### src/bdcl_defines.svh
`ifndef BDCL_DEFINES_SVH
`define BDCL_DEFINES_SVH
// Clock period and blanking scale
`define BDCL_CLK_PERIOD_NS 10
`define BDCL_BLANK_NS_PER_KOHM 5
// Blanking resistor range in kilohm
`define BDCL_RDLY_MIN_KOHM 8'h19
`define BDCL_RDLY_MAX_KOHM 8'h64
// Input comparator gain, 1.2 V expressed in mV
`define BDCL_IN_GAIN_MV 12'h04B0
// Output comparator divide and limit-pin clamp in mV
`define BDCL_OUT_DIV 4'hA
`define BDCL_LIMIT_CLAMP_MV 12'h03E8
// Limit pin rest level in mV when undriven
`define BDCL_LIMIT_REST_MV 12'h01F4
// Dead time between drives
`define BDCL_DEAD_NS 20
`define BDCL_DEAD_CYC ((`BDCL_DEAD_NS + `BDCL_CLK_PERIOD_NS - 1) / `BDCL_CLK_PERIOD_NS)
`endif

### src/bdcl_pkg.sv
`default_nettype none
package bdcl_pkg;
   typedef enum logic [1:0] {
      BDCL_HOLD = 2'b01,
      BDCL_RUN = 2'b10
   } bdcl_state_e;
   typedef struct packed {
      logic [11:0] hsDropMv;
      logic [11:0] outSenseMv;
   } bdcl_sense_s;
   typedef struct packed {
      logic [7:0] blankSetKohm;
      logic [7:0] senseSetKohm;
      logic [11:0] outputLimitSetMv;
      logic outputLimitDriven;
   } bdcl_cfg_s;
endpackage
`default_nettype wire

### src/bdcl_top.sv
`timescale 1ns/1ps
`default_nettype none
`include "bdcl_defines.svh"
// Function
// - Either comparator tripping after blanking ends high-side drive for this cycle.
// - Input comparator blanked from PWM rise; output comparator from both edges.
// - Blanking lasts about 5 ns per kilohm, resistor held within 25 to 100.
// - Output comparator uses the same blanking length as the input one.
// - Input threshold is 1.2 times sense resistor over blanking resistor.
// - Output threshold is one tenth of limit voltage, clamped at 0.1 V.
// - Fault flag rises together with the high-side cut.
// - Next PWM rise resumes switching while the flag stays set.
// - Flag clears at PWM rise only after a trip-free cycle.
// - Continuous output over-current gives zero duty until it drops.
// - A cut pulse makes the low side act as if the pulse ended.
// - Flag held high until supplies good, then low and commands accepted.
// - Low side off when disabled, else inverse of high side with dead time.
// - PWM command drives the high side directly, up to 2 MHz.
// - Under lockout both drives are held low.
module bdcl_top
   import bdcl_pkg::*;
(
   input wire logic clk_sys,
   input wire logic rstn,
   input wire logic pwmCmd,
   input wire logic lowSideEnable,
   input wire logic suppliesGood,
   input wire bdcl_sense_s sense,
   input wire bdcl_cfg_s cfg,
   output logic highSideDrive,
   output logic lowSideDrive,
   output logic currentLimitFaultFlag
);
   bdcl_state_e state, next_state;
   logic pwmPrev, next_pwmPrev;
   logic [6:0] inBlankCnt, next_inBlankCnt, outBlankCnt, next_outBlankCnt;
   logic tripCycle, next_tripCycle, outTripCycle, next_outTripCycle;
   logic cutCycle, next_cutCycle, suppress, next_suppress;
   logic [1:0] deadCnt, next_deadCnt;
   logic next_highSideDrive, next_lowSideDrive, next_currentLimitFaultFlag;
   logic pwmRise, pwmFall, inBlank, outBlank, inOver, outOver, inTrip, outTrip, tripNow;
   logic hsWant, lsWant, running;
   logic [7:0] rdly;
   logic [6:0] blankCycles;
   logic [11:0] limitMv;

   // Clamp a kilohm setting into the allowed resistor range
   function automatic logic [7:0] clampKohm(input logic [7:0] r);
      if (r < `BDCL_RDLY_MIN_KOHM) begin
         clampKohm = `BDCL_RDLY_MIN_KOHM;
      end else if (r > `BDCL_RDLY_MAX_KOHM) begin
         clampKohm = `BDCL_RDLY_MAX_KOHM;
      end else begin
         clampKohm = r;
      end
   endfunction

   always_comb begin
      rdly = clampKohm(cfg.blankSetKohm);
      blankCycles = 7'((16'(rdly) * `BDCL_BLANK_NS_PER_KOHM + `BDCL_CLK_PERIOD_NS - 1) / `BDCL_CLK_PERIOD_NS);
      limitMv = cfg.outputLimitDriven ? cfg.outputLimitSetMv : `BDCL_LIMIT_REST_MV;
      pwmRise = pwmCmd && !pwmPrev;
      pwmFall = !pwmCmd && pwmPrev;
      inBlank = pwmRise || (inBlankCnt != 7'h00);
      outBlank = pwmRise || pwmFall || (outBlankCnt != 7'h00);
      inOver = (24'(sense.hsDropMv) * 24'(rdly)) > (24'(`BDCL_IN_GAIN_MV) * 24'(cfg.senseSetKohm));
      if (limitMv > `BDCL_LIMIT_CLAMP_MV) begin
         outOver = (16'(sense.outSenseMv) * `BDCL_OUT_DIV) > 16'(`BDCL_LIMIT_CLAMP_MV);
      end else begin
         outOver = (16'(sense.outSenseMv) * `BDCL_OUT_DIV) > 16'(limitMv);
      end
      running = (state == BDCL_RUN) && suppliesGood;
      inTrip = running && inOver && !inBlank;
      outTrip = running && outOver && !outBlank;
      tripNow = inTrip || outTrip;
   end

   always_comb begin
      next_state = state;
      unique case (state)
         BDCL_HOLD: begin
            if (suppliesGood) begin
               next_state = BDCL_RUN;
            end
         end
         BDCL_RUN: begin
            if (!suppliesGood) begin
               next_state = BDCL_HOLD;
            end
         end
      endcase
      next_pwmPrev = pwmCmd;
      // Same count loaded for both comparators
      next_inBlankCnt = pwmRise ? blankCycles - 7'h01 : (inBlankCnt != 7'h00 ? inBlankCnt - 7'h01 : inBlankCnt);
      next_outBlankCnt = (pwmRise || pwmFall) ? blankCycles - 7'h01 :
                         (outBlankCnt != 7'h00 ? outBlankCnt - 7'h01 : outBlankCnt);
      // Rise restarts the cycle, trip sets win
      next_tripCycle = tripNow || (tripCycle && !pwmRise && running);
      next_outTripCycle = outTrip || (outTripCycle && !pwmRise);
      next_cutCycle = tripNow || (cutCycle && !pwmRise);
      if (pwmRise) begin
         next_suppress = outTripCycle && outOver;
      end else begin
         next_suppress = suppress;
      end
      if (!suppliesGood) begin
         next_currentLimitFaultFlag = 1'b1;
      end else if (state != BDCL_RUN) begin
         next_currentLimitFaultFlag = 1'b0;
      end else if (tripNow) begin
         next_currentLimitFaultFlag = 1'b1;
      end else if (pwmRise) begin
         next_currentLimitFaultFlag = tripCycle;
      end else begin
         next_currentLimitFaultFlag = currentLimitFaultFlag;
      end
   end

   always_ff @(posedge clk_sys or negedge rstn) begin
      if (!rstn) begin
         state <= BDCL_HOLD;
         pwmPrev <= 1'b0;
         inBlankCnt <= 7'h00;
         outBlankCnt <= 7'h00;
         tripCycle <= 1'b0;
         outTripCycle <= 1'b0;
         cutCycle <= 1'b0;
         suppress <= 1'b0;
         currentLimitFaultFlag <= 1'b1;
      end else begin
         state <= next_state;
         pwmPrev <= next_pwmPrev;
         inBlankCnt <= next_inBlankCnt;
         outBlankCnt <= next_outBlankCnt;
         tripCycle <= next_tripCycle;
         outTripCycle <= next_outTripCycle;
         cutCycle <= next_cutCycle;
         suppress <= next_suppress;
         currentLimitFaultFlag <= next_currentLimitFaultFlag;
      end
   end

   always_comb begin
      hsWant = running && pwmCmd && !tripNow && !(cutCycle && !pwmRise) &&
               !(pwmRise ? (outTripCycle && outOver) : suppress);
      // Cut looks like normal pulse end
      lsWant = running && lowSideEnable && !hsWant;
      next_highSideDrive = hsWant && !lowSideDrive && (deadCnt == 2'h0);
      next_lowSideDrive = lsWant && !highSideDrive && (deadCnt == 2'h0);
      if ((highSideDrive && !next_highSideDrive) || (lowSideDrive && !next_lowSideDrive)) begin
         next_deadCnt = 2'(`BDCL_DEAD_CYC);
      end else if (deadCnt != 2'h0) begin
         next_deadCnt = deadCnt - 2'h1;
      end else begin
         next_deadCnt = deadCnt;
      end
   end

   always_ff @(posedge clk_sys or negedge rstn) begin
      if (!rstn) begin
         highSideDrive <= 1'b0;
         lowSideDrive <= 1'b0;
         deadCnt <= 2'h0;
      end else begin
         highSideDrive <= next_highSideDrive;
         lowSideDrive <= next_lowSideDrive;
         deadCnt <= next_deadCnt;
      end
   end
endmodule // bdcl_top
`default_nettype wire

### config.mk
export PLATFORM = sky130hd
export DESIGN_NAME = bdcl_top
export DESIGN_NICKNAME = d
export VERILOG_FILES = /design/src/bdcl_pkg.sv /design/src/bdcl_top.sv
export VERILOG_INCLUDE_DIRS = /design/src
export SDC_FILE = /design/constraint.sdc
export NUM_CORES = 1
export LEC_CHECK = 0
export BUFFER_PORTS_ARGS = -buffer_cell sky130_fd_sc_hd__buf_2
export CAP_MARGIN = 20
export CORE_MARGIN = 2
export CORE_UTILIZATION = 40
export CTS_CLUSTER_SIZE = 8
export DETAILED_ROUTE_END_ITERATION = 10
export SLEW_MARGIN = 40
export SYNTH_ARGS = -nofsm -noshare
export SYNTH_HDL_FRONTEND = slang
export SYNTH_SLANG_ARGS = --single-unit
### constraint.sdc
create_clock -name clk_sys -period 2.79 [get_ports clk_sys]
set_input_delay 0.4185 -clock clk_sys [delete_from_list [all_inputs] [get_ports clk_sys]]
set_output_delay 0.4185 -clock clk_sys [all_outputs]
set_load 0.005 [all_outputs]
# Word level (Yosys, flattened, before mapping)
# Index checks and enable logic that the tools add are counted.
[classes] muxes=18 n_reduce_logical=53 addsub=6 n_shift=0 n_mul=4 n_div=1 n_eq_ne=6 magnitude_cmp=6 bitwise_logic=0
[op_table] cell="32-bit by 4-bit divider with 32-bit output (second input constant)" n=1
[op_table] cell="7-bit two-way mux" n=4
[op_table] cell="1-bit logical AND" n=24
[op_table] cell="7-bit by 1-bit subtractor with 7-bit output (second input constant)" n=3
[op_table] cell="20-bit by 19-bit > comparator with 1-bit output" n=1
[op_table] cell="12-bit by 8-bit multiplier with 20-bit output" n=1
[op_table] cell="16-bit by 10-bit > comparator with 1-bit output (second input constant)" n=1
[op_table] cell="16-bit by 12-bit > comparator with 1-bit output" n=1
[op_table] cell="8-bit two-way mux" n=2
[op_table] cell="12-bit by 3-bit multiplier with 15-bit output (second input constant)" n=1
[op_table] cell="7-bit by 8-bit multiplier with 15-bit output (first input constant)" n=1
[op_table] cell="7-bit nonzero test" n=2
[op_table] cell="1-bit logical NOT" n=13
[op_table] cell="12-bit by 1-bit subtractor with 13-bit output (second input constant)" n=1
[op_table] cell="11-bit by 4-bit adder with 12-bit output (second input constant)" n=1
[op_table] cell="12-bit by 10-bit > comparator with 1-bit output (second input constant)" n=1
[op_table] cell="12-bit two-way mux" n=1
[op_table] cell="8-bit by 3-bit multiplier with 11-bit output (second input constant)" n=1
[op_table] cell="8-bit by 7-bit > comparator with 1-bit output (second input constant)" n=1
[op_table] cell="1-bit logical OR" n=8
[op_table] cell="8-bit by 5-bit less-than comparator with 1-bit output (second input constant)" n=1
[op_table] cell="2-bit two-way mux" n=4
[op_table] cell="2-bit nonzero test" n=4
[op_table] cell="1-bit two-way mux" n=6
[op_table] cell="8 further kinds" n=10
[totals] mem_bits_ro=0 ramBits=0 out_inout_bits=3 latch_bits=0 in_bits=58 register_bits=26 n_memories=0

# Logic depth before layout (Yosys ltp)
# Gate-level depths: netlist of run 1.
[logic_depth] depth_word=20 mapped_depth=40 mapped_depth_nobuf=39

# Worst setup path before layout of run 1
# OpenSTA, ideal clock, no wires.
[synth_timing] path_kind="input to register" start="input port cfg[22] (netlist name)" end="register inBlankCnt[6]" arrival_time_ns=7.525 cell_stages=31 path_slack_ns=-4.817 path_buffers=2 setup_ns=0.083 cell_sequence="o311a_1 nor3_1 a21o_1 clkbuf_1 ha_1 ha_1 ha_1 and2_4 a221oi_4 mux2i_1 nor3_2 a22o_2 nor2_8 nor2_1 o311a_1 a2111oi_2 a32o_1 buf_6 nand2_4 a211o_1 o211ai_2 nand3_2 nor4b_4 mux2i_1 nor4_4 and2_1 ha_1 and4_1 xnor2_1 nand2_1 o21ai_0"
[synth_between] elab_chain_cells=9 elab_cells_between_ends=10 cone_classes="3 x add/sub; 1 x mul; 1 x div; 2 x order compare; 3 x mux"
[synth_lines] item="from (decl)" line_no="bdcl_top.sv:29" text="input wire bdcl_cfg_s cfg,"
[synth_lines] item="8-bit by 7-bit > comparator with 1-bit output (no source line)"
[synth_lines] item="8-bit two-way mux" line_no="bdcl_top.sv:51" text="end else if (r > `BDCL_RDLY_MAX_KOHM) begin"
[synth_lines] item="8-bit two-way mux (*)" line_no="bdcl_top.sv:49" text="if (r < `BDCL_RDLY_MIN_KOHM) begin"
[synth_lines] item="8-bit by 3-bit multiplier with 11-bit output (no source line) (*)"
[synth_lines] item="11-bit by 4-bit adder with 12-bit output (no source line) (*)"
[synth_lines] item="12-bit by 1-bit subtractor with 13-bit output (*)" line_no="bdcl_top.sv:60" text="blankCycles = 7'((16'(rdly) * `BDCL_BLANK_NS_PER_KOHM + `BDCL_CLK_PERIOD_NS - 1) / `BDCL_CLK_PERIOD_NS);"
[synth_lines] item="32-bit by 4-bit divider with 32-bit output (no source line) (*)"
[synth_lines] item="7-bit by 1-bit subtractor with 7-bit output (*)" line_no="bdcl_top.sv:94" text="next_inBlankCnt = pwmRise ? blankCycles - 7'h01 : (inBlankCnt != 7'h00 ? inBlankCnt - 7'h01 : inBlankCnt);"
[synth_lines] item="7-bit two-way mux (*)" line_no="bdcl_top.sv:94"
[synth_lines] item="to (signal assigned)" line_no="bdcl_top.sv:133" text="inBlankCnt <= next_inBlankCnt;"
[synth_lines] item="to (decl)" line_no="bdcl_top.sv:36" text="logic [6:0] inBlankCnt, next_inBlankCnt, outBlankCnt, next_outBlankCnt;"
# Every way passes the cells marked *; elsewhere a longest branch is shown, timed or not.
# A chain may end at the register's enable or synchronous reset.

# Worst setup path in the final report of run 1
[layout_timing] start="input port cfg[23] (netlist name)" end="register outBlankCnt[4]"
[layout_between] elab_chain_cells=9 elab_cells_between_ends=10 cone_classes="3 x add/sub; 1 x mul; 1 x div; 2 x order compare; 3 x mux"
[layout_lines] item="8-bit by 7-bit > comparator with 1-bit output (no source line)"
[layout_lines] item="8-bit two-way mux" line_no="bdcl_top.sv:51"
[layout_lines] item="8-bit two-way mux (*)" line_no="bdcl_top.sv:49"
[layout_lines] item="8-bit by 3-bit multiplier with 11-bit output (no source line) (*)"
[layout_lines] item="11-bit by 4-bit adder with 12-bit output (no source line) (*)"
[layout_lines] item="12-bit by 1-bit subtractor with 13-bit output (*)" line_no="bdcl_top.sv:60"
[layout_lines] item="32-bit by 4-bit divider with 32-bit output (no source line) (*)"
[layout_lines] item="7-bit by 1-bit subtractor with 7-bit output (*)" line_no="bdcl_top.sv:95" text="next_outBlankCnt = (pwmRise || pwmFall) ? blankCycles - 7'h01 :"
[layout_lines] item="7-bit two-way mux (*)" line_no="bdcl_top.sv:95"
[layout_lines] item="to (signal assigned)" line_no="bdcl_top.sv:134" text="outBlankCnt <= next_outBlankCnt;"
[layout_lines] item="to (decl)" line_no="bdcl_top.sv:36"
# Marked as above.

==> results of run 1 <==
## routing by layer
layer	vias to the layer above	wire, µm	global-route usage
li1	4761	-	-
met1	4651	12700	0.303
met2	228	13400	0.376
met4	0	433	0.0271
met3	48	842	0.00942
met5	-	0	0
## how the worst max path moves through the flow
stage	start	end	depth (start not counted)
finish	cfg[23]	outBlankCnt[4]$_DFFE_PN0P_	37
global route	cfg[23]	deadCnt[0]$_DFFE_PN0P_	37
CTS	cfg[23]	deadCnt[0]$_DFFE_PN0P_	33
detailed placement	cfg[22]	deadCnt[0]$_DFFE_PN0P_	34
global placement	cfg[22]	deadCnt[0]$_DFFE_PN0P_	38
floorplan	cfg[22]	inBlankCnt[6]$_DFFE_PN0P_	29
## final cells by class
class / instances / area, µm²
multi-input cells: 942 / 9080
fillers: 1967 / 8940
repair buffers: 399 / 3030
flip-flops and latches: 26 / 653
inverters: 149 / 562
well taps: 285 / 357
clock buffers: 4 / 88.8
## placed cells by master (no fill, tap or decap), types with 12 or more instances in the layout
cell type	Yosys	routed
inv_1	148	142
buf_4	3	309
a21o_1	22	22
o21ai_0	40	27
ha_1	149	129
dfrtp_1	24	24
nor3_1	23	20
nand3_1	23	19
xor2_1	15	15
xnor2_1	47	42
conb_1	2	14
buf_6	2	31
a21oi_2	2	26
o21ai_1	6	14
o211ai_1	12	12
ha_4	0	20
nor2_1	56	52
nand2_1	104	99
fa_1	69	65
buf_2	6	54
nor2b_1	13	13
a21oi_1	70	39
and2_1	46	43
## registers in the layout, indices dropped and copies added, names as in the netlist
register               count
suppress                   1
pwmPrev                    1
highSideDrive              1
cutCycle                   1
state                      2
lowSideDrive               1
inBlankCnt                 7
currentLimitFaultFlag      1
tripCycle                  1
deadCnt                    2
outTripCycle               1
outBlankCnt                7
## synth_stat cells, types with 12 or more instances
cell      instances  area share
fa_1             69        0.15
o211ai_1         12      0.0097
nor2_1           56       0.023
inv_1           148       0.060
o21ai_0          40       0.022
a21oi_1          70       0.038
nor3_1           23       0.012
xnor2_1          47       0.044
nor2b_1          13      0.0087
nand3_1          23       0.012
clkbuf_1         21      0.0085
o21bai_1         12      0.0097
dfrtp_1          24       0.065
nand2_1         104       0.042
and2_1           46       0.031
ha_1            149        0.20
xor2_1           15       0.014
a21o_1           22       0.018
## kinds of logic after synthesis
| logic type | count (synthesis) | synth area share |
|---|---|---|
| fa+ha+maj | 219 | 0.350 |
| mux | 14 | 0.0176 |
| xor+xnor | 64 | 0.0618 |
| flops | 26 | 0.0702 |
| simple gates | 340 | 0.194 |
| buf+inv | 182 | 0.0770 |
| other cells | 2 | 0.000807 |
| compound gates | 291 | 0.229 |
## stage by stage
step	instances	hold slack [ps]
after floorplan	1150	123
after global placement	1739	449
after detailed placement	1739	450
after CTS	1778	178
after global routing	1805	206
final	1805	144
## power by group through the flow
stage               logic [mW]  clock network, mW  registers, mW
global placement          14.2                  0          0.641
finish                    18.7              0.352          0.641
detailed placement        14.3                  0          0.643
floorplan                 8.92                  0          0.623
CTS                       16.3              0.357          0.640
global route              20.1              0.368          0.660
## repair_timing
item / 4_1_cts / 5_1_grt
hold endpoints to repair: 0 / 0
pin swaps: 87 / 88
setup endpoints to repair: 23 / 23
gates cloned: 0 / 0
resized for setup: 103 / 81
buffers inserted: 36 / 29
==> reports/qor.csv, run 1 <==
stage,metric,value,unit
clock_tree,clkTransAtPathRegs,70,ps
clock_tree,cts_tree,yes,
power_and_ir_drop,pwr-share-comb,0.950,
die,ios,61,
global_routing,grt_first_pass_wirelength,44100,µm
synth,ys_seq_area_frac,0.0702,
global_routing,antenna_found_initial,0,
setup_path,reg2reg_depth,10,
placed_design,place_hpwl,21400,µm
job,drv_cap,0,
synth,ys.flop_type,dfrtp_1,
die,core,22700,µm²
power_and_ir_drop,intPower,10.4,mW
worst_hold_path,hp-class,in2async,
global_routing,groute.usage.overall,0.215,
status,violations,negative setup slack,
power_and_ir_drop,pwr-share-seq,0.033,
power_and_ir_drop,switchingPower,9.27,mW
die,start_util,0.410,
synth,synth_edf_count,0,
clock_tree,root_buffer,clkbuf_16,
sta,maxClockFrequency,136,MHz
power_and_ir_drop,switching_share,0.472,
placed_design,pre_cts_slack,-4960,ps
setup_path,crit_path_max_incr_delay,550,ps
cells_and_area,syn_to_final_growth,47.9,%
sta,hold_viol,0,
setup_path,arrival,7530,ps
clock_tree,postCtsHoldBufs,0,
placed_design,io_buffers,60,
route,dr_total_vias,9688,
die,die-width,157,µm
route,wirelength,27400,µm
route,drt-pass1-iter-count,6,
synth,postSynthAreaPerCell,8.18,µm²
cells_and_area,fin_nets,1797,
sta,worst_slew_pin_slew,1120,ps
placed_design,gp_congestion,0.927,
sta,fin_ws,-4550,ps
die,die-area,24500,µm²
setup_path,rrSetupSlack,590,ps
setup_path,critical-path-top-delay-family,compound AO/OA/AOI/OAI gates,
sta,rsz0062_at_grt,yes,
global_routing,grt_pass1_vias,9379,
setup_path,worstReg2RegEnd,deadCnt[0]$_DFFE_PN0P_,
setup_path,path_max_fanout,4,
sta,fin_skew,3.35,ps
route,wl_per_cell,15.2,µm
route,drtAntennaViolNets,0,
route,viasPerCell,5.37,
cells_and_area,num_antenna_cells,0,
setup_path,crit_type,in2reg,
die,core.rowCount,55,
sta,finalCritPeriodShare,2.63,
sta,setup_viol,23,
clock_tree,worstSkewPairLatency,260,ps
power_and_ir_drop,p_clk_frac,0.018,
synth,synthCells,1138,
placed_design,placed_area,12300,µm²
cells_and_area,fin_util,0.606,
synth,ys_ff_latch,26,
status,run_status,finished with violations,
sta,fin_crit,7340,ps
power_and_ir_drop,power.density,1430,nW/µm²
setup_path,cp_num_buf_inv,9,
power_and_ir_drop,total_power,19.7,mW
synth,synth_warnings,0,
route,first_iter_violations,490,
synth,synthArstFlopShare,1.00,
cells_and_area,drive_gt1_frac,0.396,
synth,mappedNetlistArea,9310,µm²
clock_tree,cts_buffers,3,
cells_and_area,fin_area,13800,µm²
route,route.detailed.drc,0,
clock_tree,cts_sinks,26,
die,die_h,157,µm
clock_tree,clk_path_buf_depth,2,
global_routing,overflow,0,
power_and_ir_drop,p_leak,6.66,nW
setup_path,worstSetupEndpointType,flop,
setup_path,required,2980,ps
sta,slew_violations,0,
setup_path,timing.rr.start,inBlankCnt[0]$_DFFE_PN0P_,
clock_tree,htreeDepth,1,
setup_path,crit_top_cell,buf_4,
setup_path,crit_slowest_cell,fa_2,
global_routing,grt_max_degree,27,
sta,fin_tns_setup,-93190,ps
power_and_ir_drop,vdd_drop_max,1050,µV
setup_path,start_kind,primary input,
sta,relSlewSlack,0.248,
synth,ys_types,109,
Note: power is estimated with default switching activity, not from simulation.
==> run 2: changes to the inputs <==
BUFFER_PORTS_ARGS = unset   (was -buffer_cell sky130_fd_sc_hd__buf_2)
DONT_BUFFER_PORTS = 1   (was unset)
==> run 2 against run 1 <==
  * The flow still finishes with violations (negative setup slack)
  * Final cell count fell by 5.7%
  * Die area did not move
  * Global-route usage fell by 0.47 points
  * Setup slack improved by 180 ps
  * Cell area fell by 5.1%
  * Fmax rose by 2.5%
==> reports/qor.csv, run 2 (same netlist as run 1, synthesis figures left out) <==
stage,metric,value,unit,change
status,run_status,finished with violations,,
status,violations,negative setup slack,,
global_routing,top_usage_layer,met2,,
power_and_ir_drop,p_leak,6.19,nW,-7.0%
cells_and_area,drive_gt1_frac,0.354,,-0.0425
cells_and_area,final_common_cell,buf_4,,
global_routing,overflow,0,,unchanged
sta,finalCritPeriodShare,2.57,,-0.0653
sta,rsz0062_at_grt,yes,,
cells_and_area,multiInputGateArea,9040,µm²,-0.40%
cells_and_area,fin_nets,1694,,-5.7%
cells_and_area,most-common-layout-cells,"buf_4 (270), inv_1 (138), ha_1 (129)",,
cells_and_area,seq_area,653,µm²,unchanged
setup_path,worstSetupEndpointType,flop,,
setup_path,crit_slowest_cell,o31ai_4,,
route,drtAntennaViolNets,0,,unchanged
cells_and_area,num_antenna_cells,0,,unchanged
setup_path,required,2980,ps,about the same
setup_path,path_max_fanout,6,,+2
route,wl_per_cell,15.0,µm,-1.4%
sta,fin_ws,-4370,ps,+182 ps
clock_tree,root_buffer,clkbuf_16,,
clock_tree,cts_tree,yes,,
setup_path,crit_type,in2reg,,
global_routing,grt_max_degree,27,,unchanged
power_and_ir_drop,vdd_drop_max,1110,µV,+5.8%
placed_design,io_buffers,0,,-100%
placed_design,pre_cts_slack,-4740,ps,+217 ps
global_routing,antenna_found_initial,0,,unchanged
cells_and_area,syn_to_final_growth,40.4,%,
route,dr_total_vias,9154,,-5.5%
sta,hold_viol,0,,unchanged
global_routing,groute.usage.overall,0.210,,-0.00470
clock_tree,cts_sinks,26,,unchanged
route,first_iter_violations,368,,-25%
setup_path,crit_path_max_incr_delay,420,ps,-130 ps
die,core,22700,µm²,unchanged
power_and_ir_drop,total_power,18.3,mW,-7.0%
sta,worst_slew_pin_slew,1060,ps,-59.9 ps
clock_tree,clkTransAtPathRegs,70,ps,about the same
clock_tree,clk_path_buf_depth,2,,unchanged
placed_design,place_hpwl,20700,µm,-3.2%
sta,fin_tns_setup,-87410,ps,+5780 ps
die,start_util,0.410,,unchanged
sta,slew_violations,0,,unchanged
route,wirelength,25500,µm,-7.0%
setup_path,start_kind,primary input,,
power_and_ir_drop,power.density,1400,nW/µm²,-2.0%
sta,fin_skew,6.28,ps,+2.93 ps
global_routing,grt_util_met3,0.0150,,+0.00554
sta,relSlewSlack,0.288,,+0.0401
route,route.detailed.drc,0,,unchanged
route,viasPerCell,5.38,,+0.21%
setup_path,crit_top_cell,ha_4,,
die,die-width,157,µm,unchanged
placed_design,gp_congestion,0.908,,-2.1%
die,core.rowCount,55,,unchanged
clock_tree,cts_buffers,3,,unchanged
clock_tree,htreeDepth,1,,unchanged
die,die-area,24500,µm²,unchanged
setup_path,arrival,7350,ps,-180 ps
global_routing,grt_first_pass_wirelength,43300,µm,-1.9%
sta,maxClockFrequency,140,MHz,+2.5%
cells_and_area,fin_cells,1702,,-5.7%
cells_and_area,fin_area,13100,µm²,-5.1%
clock_tree,worstSkewPairLatency,260,ps,about the same
sta,fin_crit,7160,ps,-182 ps
cells_and_area,reg.largest.list,"inBlankCnt x7, outBlankCnt x7",,
global_routing,use_met1,0.293,,-0.0100
sta,setup_viol,23,,unchanged
worst_hold_path,hp-class,in2reg,,
route,drt-pass1-iter-count,5,,-1
placed_design,placed_cells,1645,,-5.4%
global_routing,met2_usage,0.368,,-0.00776
die,ios,61,,unchanged
cells_and_area,fillerInstances,2037,,+3.6%
die,die_h,157,µm,unchanged
placed_design,placed_area,11800,µm²,-4.3%
global_routing,grt_pass1_vias,9195,,-2.0%
job,drv_cap,0,,unchanged
-- run 2: metal layers --
metal  share of wire  routed length, µm
met1            0.47              11900
met2            0.48              12200
met3           0.042               1060
met4           0.012                305
met5               0                  0
-- run 2: worst paths after layout --
check                                     startpoint                                 to  slack, ps  cells past startpoint
setup / recovery                             cfg[23]          inBlankCnt[6]$_DFFE_PN0P_      -4370                     31
hold / removal                                pwmCmd                  pwmPrev$_DFF_PN0_        180                      0
setup reg to reg           inBlankCnt[0]$_DFFE_PN0P_             deadCnt[0]$_DFFE_PN0P_        590                     10
hold reg to reg                   cutCycle$_DFF_PN0_                 cutCycle$_DFF_PN0_        500                      2
max in group asynchronous                       rstn  currentLimitFaultFlag$_DFFE_PN1P_       1970                      2
min in group asynchronous                       rstn         outBlankCnt[2]$_DFFE_PN0P_        590                      2
-- run 2: layout make-up --
class	count	area share
flip-flops and latches	26	0.0500
multi-input cells	942	0.692
well taps	285	0.0273
repair buffers	296	0.182
clock buffers	4	0.00603
inverters	149	0.0430
-- run 2: worst max-delay path: cells and delay by family --
family,cells,cell delay (ps)
compound gates,12,3070
simple gates,9,1730
buf+inv,3,450
fa+ha+maj,3,610
mux,2,700
xor+xnor,2,330
-- run 2: where the power goes --
group	switching, mW	internal [mW]
clock network	0.134	0.196
registers	0.109	0.535
logic	8.45	8.86
total	8.69	9.59
-- run 2: what timing repair did --
action | CTS | global route
pin swaps | 87 | 99
resized for setup | 77 | 85
hold buffers | 2 | 0
cloned | 0 | 0
setup buffers | 36 | 19
endpoints found under the hold margin | 26 | 0
setup endpoints to repair | 23 | 23
-- run 2: per-stage QoR --
step                hold WS [ps]  utilization
floorplan                    123            -
global placement             123        0.518
detailed placement           123        0.518
CTS                          173        0.551
global route                 162        0.576
finish                       179        0.576
==> run 3: changes to the inputs <==
ABC_AREA = 1   (was unset)
CAP_MARGIN = 15   (was 20)
==> run 3 against run 2 <==
  * Utilization is 0.27 points higher
  * Clock skew is 2.0 ps higher
  * Synthesized cell count is 3.1% higher
  * Final cell count is 1.2% higher
  * Register-to-register slack worse by 630 ps
  * Critical path type unchanged
  * Setup slack better by 490 ps
  * Die area is 8.9% lower
  * Global-route usage is 2.8 points lower
  * First-iteration DRC count is 47% lower
  * Fmax is 7.3% higher
  * Area after synthesis is 9.1% lower
  * The run still ends with negative setup slack left
  * Non-clock buffer count is 34 lower
==> reports/qor.csv, run 3 <==
stage,metric,value,unit,change
clock_tree,htreeDepth,1,,unchanged
status,run_status,finished with violations,,
clock_tree,worstSkewPairLatency,260,ps,about the same
global_routing,grt_pass1_vias,7971,,-13%
setup_path,worstSetupEndpointType,flop,,
placed_design,placed_area,10600,µm²,-9.6%
global_routing,overflow,0,,unchanged
placed_design,place_hpwl,17000,µm,-18%
setup_path,required,2980,ps,about the same
sta,fin_tns_setup,-76500,ps,+10910 ps
global_routing,groute.usage.overall,0.183,,-0.0278
clock_tree,cts_sinks,26,,unchanged
cells_and_area,fin_area,12100,µm²,-7.6%
setup_path,crit_path_max_incr_delay,520,ps,+100 ps
sta,fin_skew,8.24,ps,+1.96 ps
synth,synth_top_area_cell,ha_1,,
clock_tree,cts_buffers,3,,unchanged
synth,netlist_top_cells_count,"inv_1 (240), nand2_1 (230), ha_1 (149)",,
synth,ys_ff_latch,26,,unchanged
cells_and_area,fin_nets,1724,,+1.8%
job,drv_cap,0,,unchanged
synth,ys.flop_type,dfrtp_1,,
global_routing,grt_max_degree,27,,unchanged
sta,relSlewSlack,0.607,,+0.318
cells_and_area,num_antenna_cells,0,,unchanged
die,ios,61,,unchanged
sta,worst_slew_pin_slew,588,ps,-476 ps
sta,hold_viol,0,,unchanged
sta,finalCritPeriodShare,2.39,,-0.175
synth,synthTopCellsByArea,"ha_1 (22%), fa_1 (16%), inv_1 (11%), nand2_1 (10%), dfrtp_1 (7.1%)",,
cells_and_area,final_common_cell,buf_4,,
route,dr_total_vias,8243,,-10%
sta,rsz0062_at_grt,yes,,
setup_path,start_kind,primary input,,
clock_tree,clkTransAtPathRegs,70,ps,about the same
sta,fin_crit,6670,ps,-487 ps
cells_and_area,fin_util,0.578,,+0.00267
cells_and_area,drive_gt1_frac,0.365,,+0.0113
synth,synth_edf_count,0,,unchanged
route,viasPerCell,4.79,,-11%
die,core.rowCount,53,,-3.6%
route,drt-pass1-iter-count,4,,-1
global_routing,grt_first_pass_wirelength,34500,µm,-20%
sta,setup_viol,23,,unchanged
die,start_util,0.405,,-0.00483
die,die-area,22300,µm²,-8.9%
synth,postSynthAreaPerCell,7.21,µm²,-12%
clock_tree,clk_path_buf_depth,2,,unchanged
setup_path,crit_type,in2reg,,
synth,synthCells,1173,,+3.1%
route,drtAntennaViolNets,0,,unchanged
sta,maxClockFrequency,150,MHz,+7.3%
synth,yosysTopAreaCellShare,0.220,,+0.0200
cells_and_area,reg.largest.list,"inBlankCnt x7, outBlankCnt x7",,
synth,mappedNetlistArea,8460,µm²,-9.1%
synth,yosys.cell_count.top_type,inv_1,,
setup_path,arrival,6870,ps,-480 ps
status,violations,negative setup slack,,
route,first_iter_violations,195,,-47%
synth,ys_seq_area_frac,0.0772,,+0.00702
worst_hold_path,hp-class,in2reg,,
placed_design,io_buffers,0,,unchanged
sta,fin_ws,-3880,ps,+487 ps
route,wirelength,21000,µm,-18%
global_routing,antenna_found_initial,0,,unchanged
clock_tree,cts_tree,yes,,
cells_and_area,syn_to_final_growth,42.7,%,
setup_path,path_max_fanout,5,,-1
route,route.detailed.drc,0,,unchanged
die,die_h,149,µm,-4.5%
cells_and_area,most-common-layout-cells,"buf_4 (248), inv_1 (220), nand2_1 (180)",,
die,core,20900,µm²,-8.0%
synth,synthArstFlopShare,1.00,,unchanged
setup_path,crit_slowest_cell,fa_1,,
die,die-width,149,µm,-4.5%
clock_tree,root_buffer,clkbuf_16,,
synth,synth_warnings,0,,unchanged
route,wl_per_cell,12.2,µm,-19%
synth,ys_types,55,,-50%
sta,slew_violations,0,,unchanged
placed_design,gp_congestion,0.862,,-5.1%
## run 3: cell types whose count changed in the layout (fill, tap and decap cells not counted), sizes merged, moves of 20 or more
cell | before | now
buf | 295 | 261
and2 | 47 | 1
nand2 | 107 | 259
a21oi | 74 | 54
inv | 149 | 248
nor2 | 58 | 121
xor2 | 16 | 36
nand3 | 25 | 67
xnor2 | 48 | 13
a21o | 22 | 1
o21ai | 50 | 28
## run 3: repair_timing
item | CTS | global route
hold buffers | 2 | 0
endpoints found under the hold margin | 26 | 0
endpoints found under the setup margin | 23 | 23
resized for setup | 76 | 118
gates cloned | 1 | 0
pin swaps | 76 | 100
buffers inserted | 34 | 31
## run 3: final timing paths
kind	depth (start not counted)	slack, ps	start	endpoint
min reg2reg	2	480	suppress$_DFF_PN0_	suppress$_DFF_PN0_
max	37	-3880	cfg[22]	deadCnt[0]$_DFFE_PN0P_
min in group asynchronous	2	590	rstn	lowSideDrive$_DFF_PN0_
max in group asynchronous	2	1980	rstn	state[0]$_DFFE_PN1P_
min	0	180	pwmCmd	pwmPrev$_DFF_PN0_
max reg2reg	22	-40	outBlankCnt[0]$_DFFE_PN0P_	deadCnt[0]$_DFFE_PN0P_
## run 3: critical path: cells and delay by family
kind,cells,cell delay (ps)
fa+ha+maj,6,2590
xor+xnor,1,140
simple gates,10,1020
buf+inv,8,860
compound gates,12,1810
## run 3: final cells by class
type,instances,area (µm²)
clock buffers,3,75.1
clock inverters,1,30.0
fillers,1918,8810
inverters,252,980
multi-input cells,903,7950
flip-flops and latches,26,653
well taps,275,344
repair buffers,262,2050
## run 3: kinds of logic after synthesis
logic type                 share of synthesized area
and+or+nand+nor                                0.282
buffers and inverters                          0.115
adders and majority gates                      0.384
AOI/OAI and AO/OA                             0.0899
xor gates and xnor gates                      0.0507
other                                       0.000888
DFF                                           0.0772
## run 3: layer usage
metal	vias up	global-route usage	routed length [µm]
li1	4277	-	-
met5	-	0	0
met4	0	0.0186	204
met1	3857	0.239	9290
met3	18	0.0152	650
met2	91	0.338	10800
## run 3: metrics by stage
| step | setup WS [ps] | cells | hold WS, ps |
|---|---|---|---|
| floorplan | -3770 | 1185 | 123 |
| global placement | -4180 | 1651 | 123 |
| detailed placement | -4320 | 1651 | 123 |
| CTS | -3710 | 1691 | 176 |
| global route | -4260 | 1722 | 169 |
| finish | -3880 | 1722 | 180 |
Power of run 3 is not shown: default switching activity piles up to over one toggle a cycle in this logic, so the estimate is an artifact.
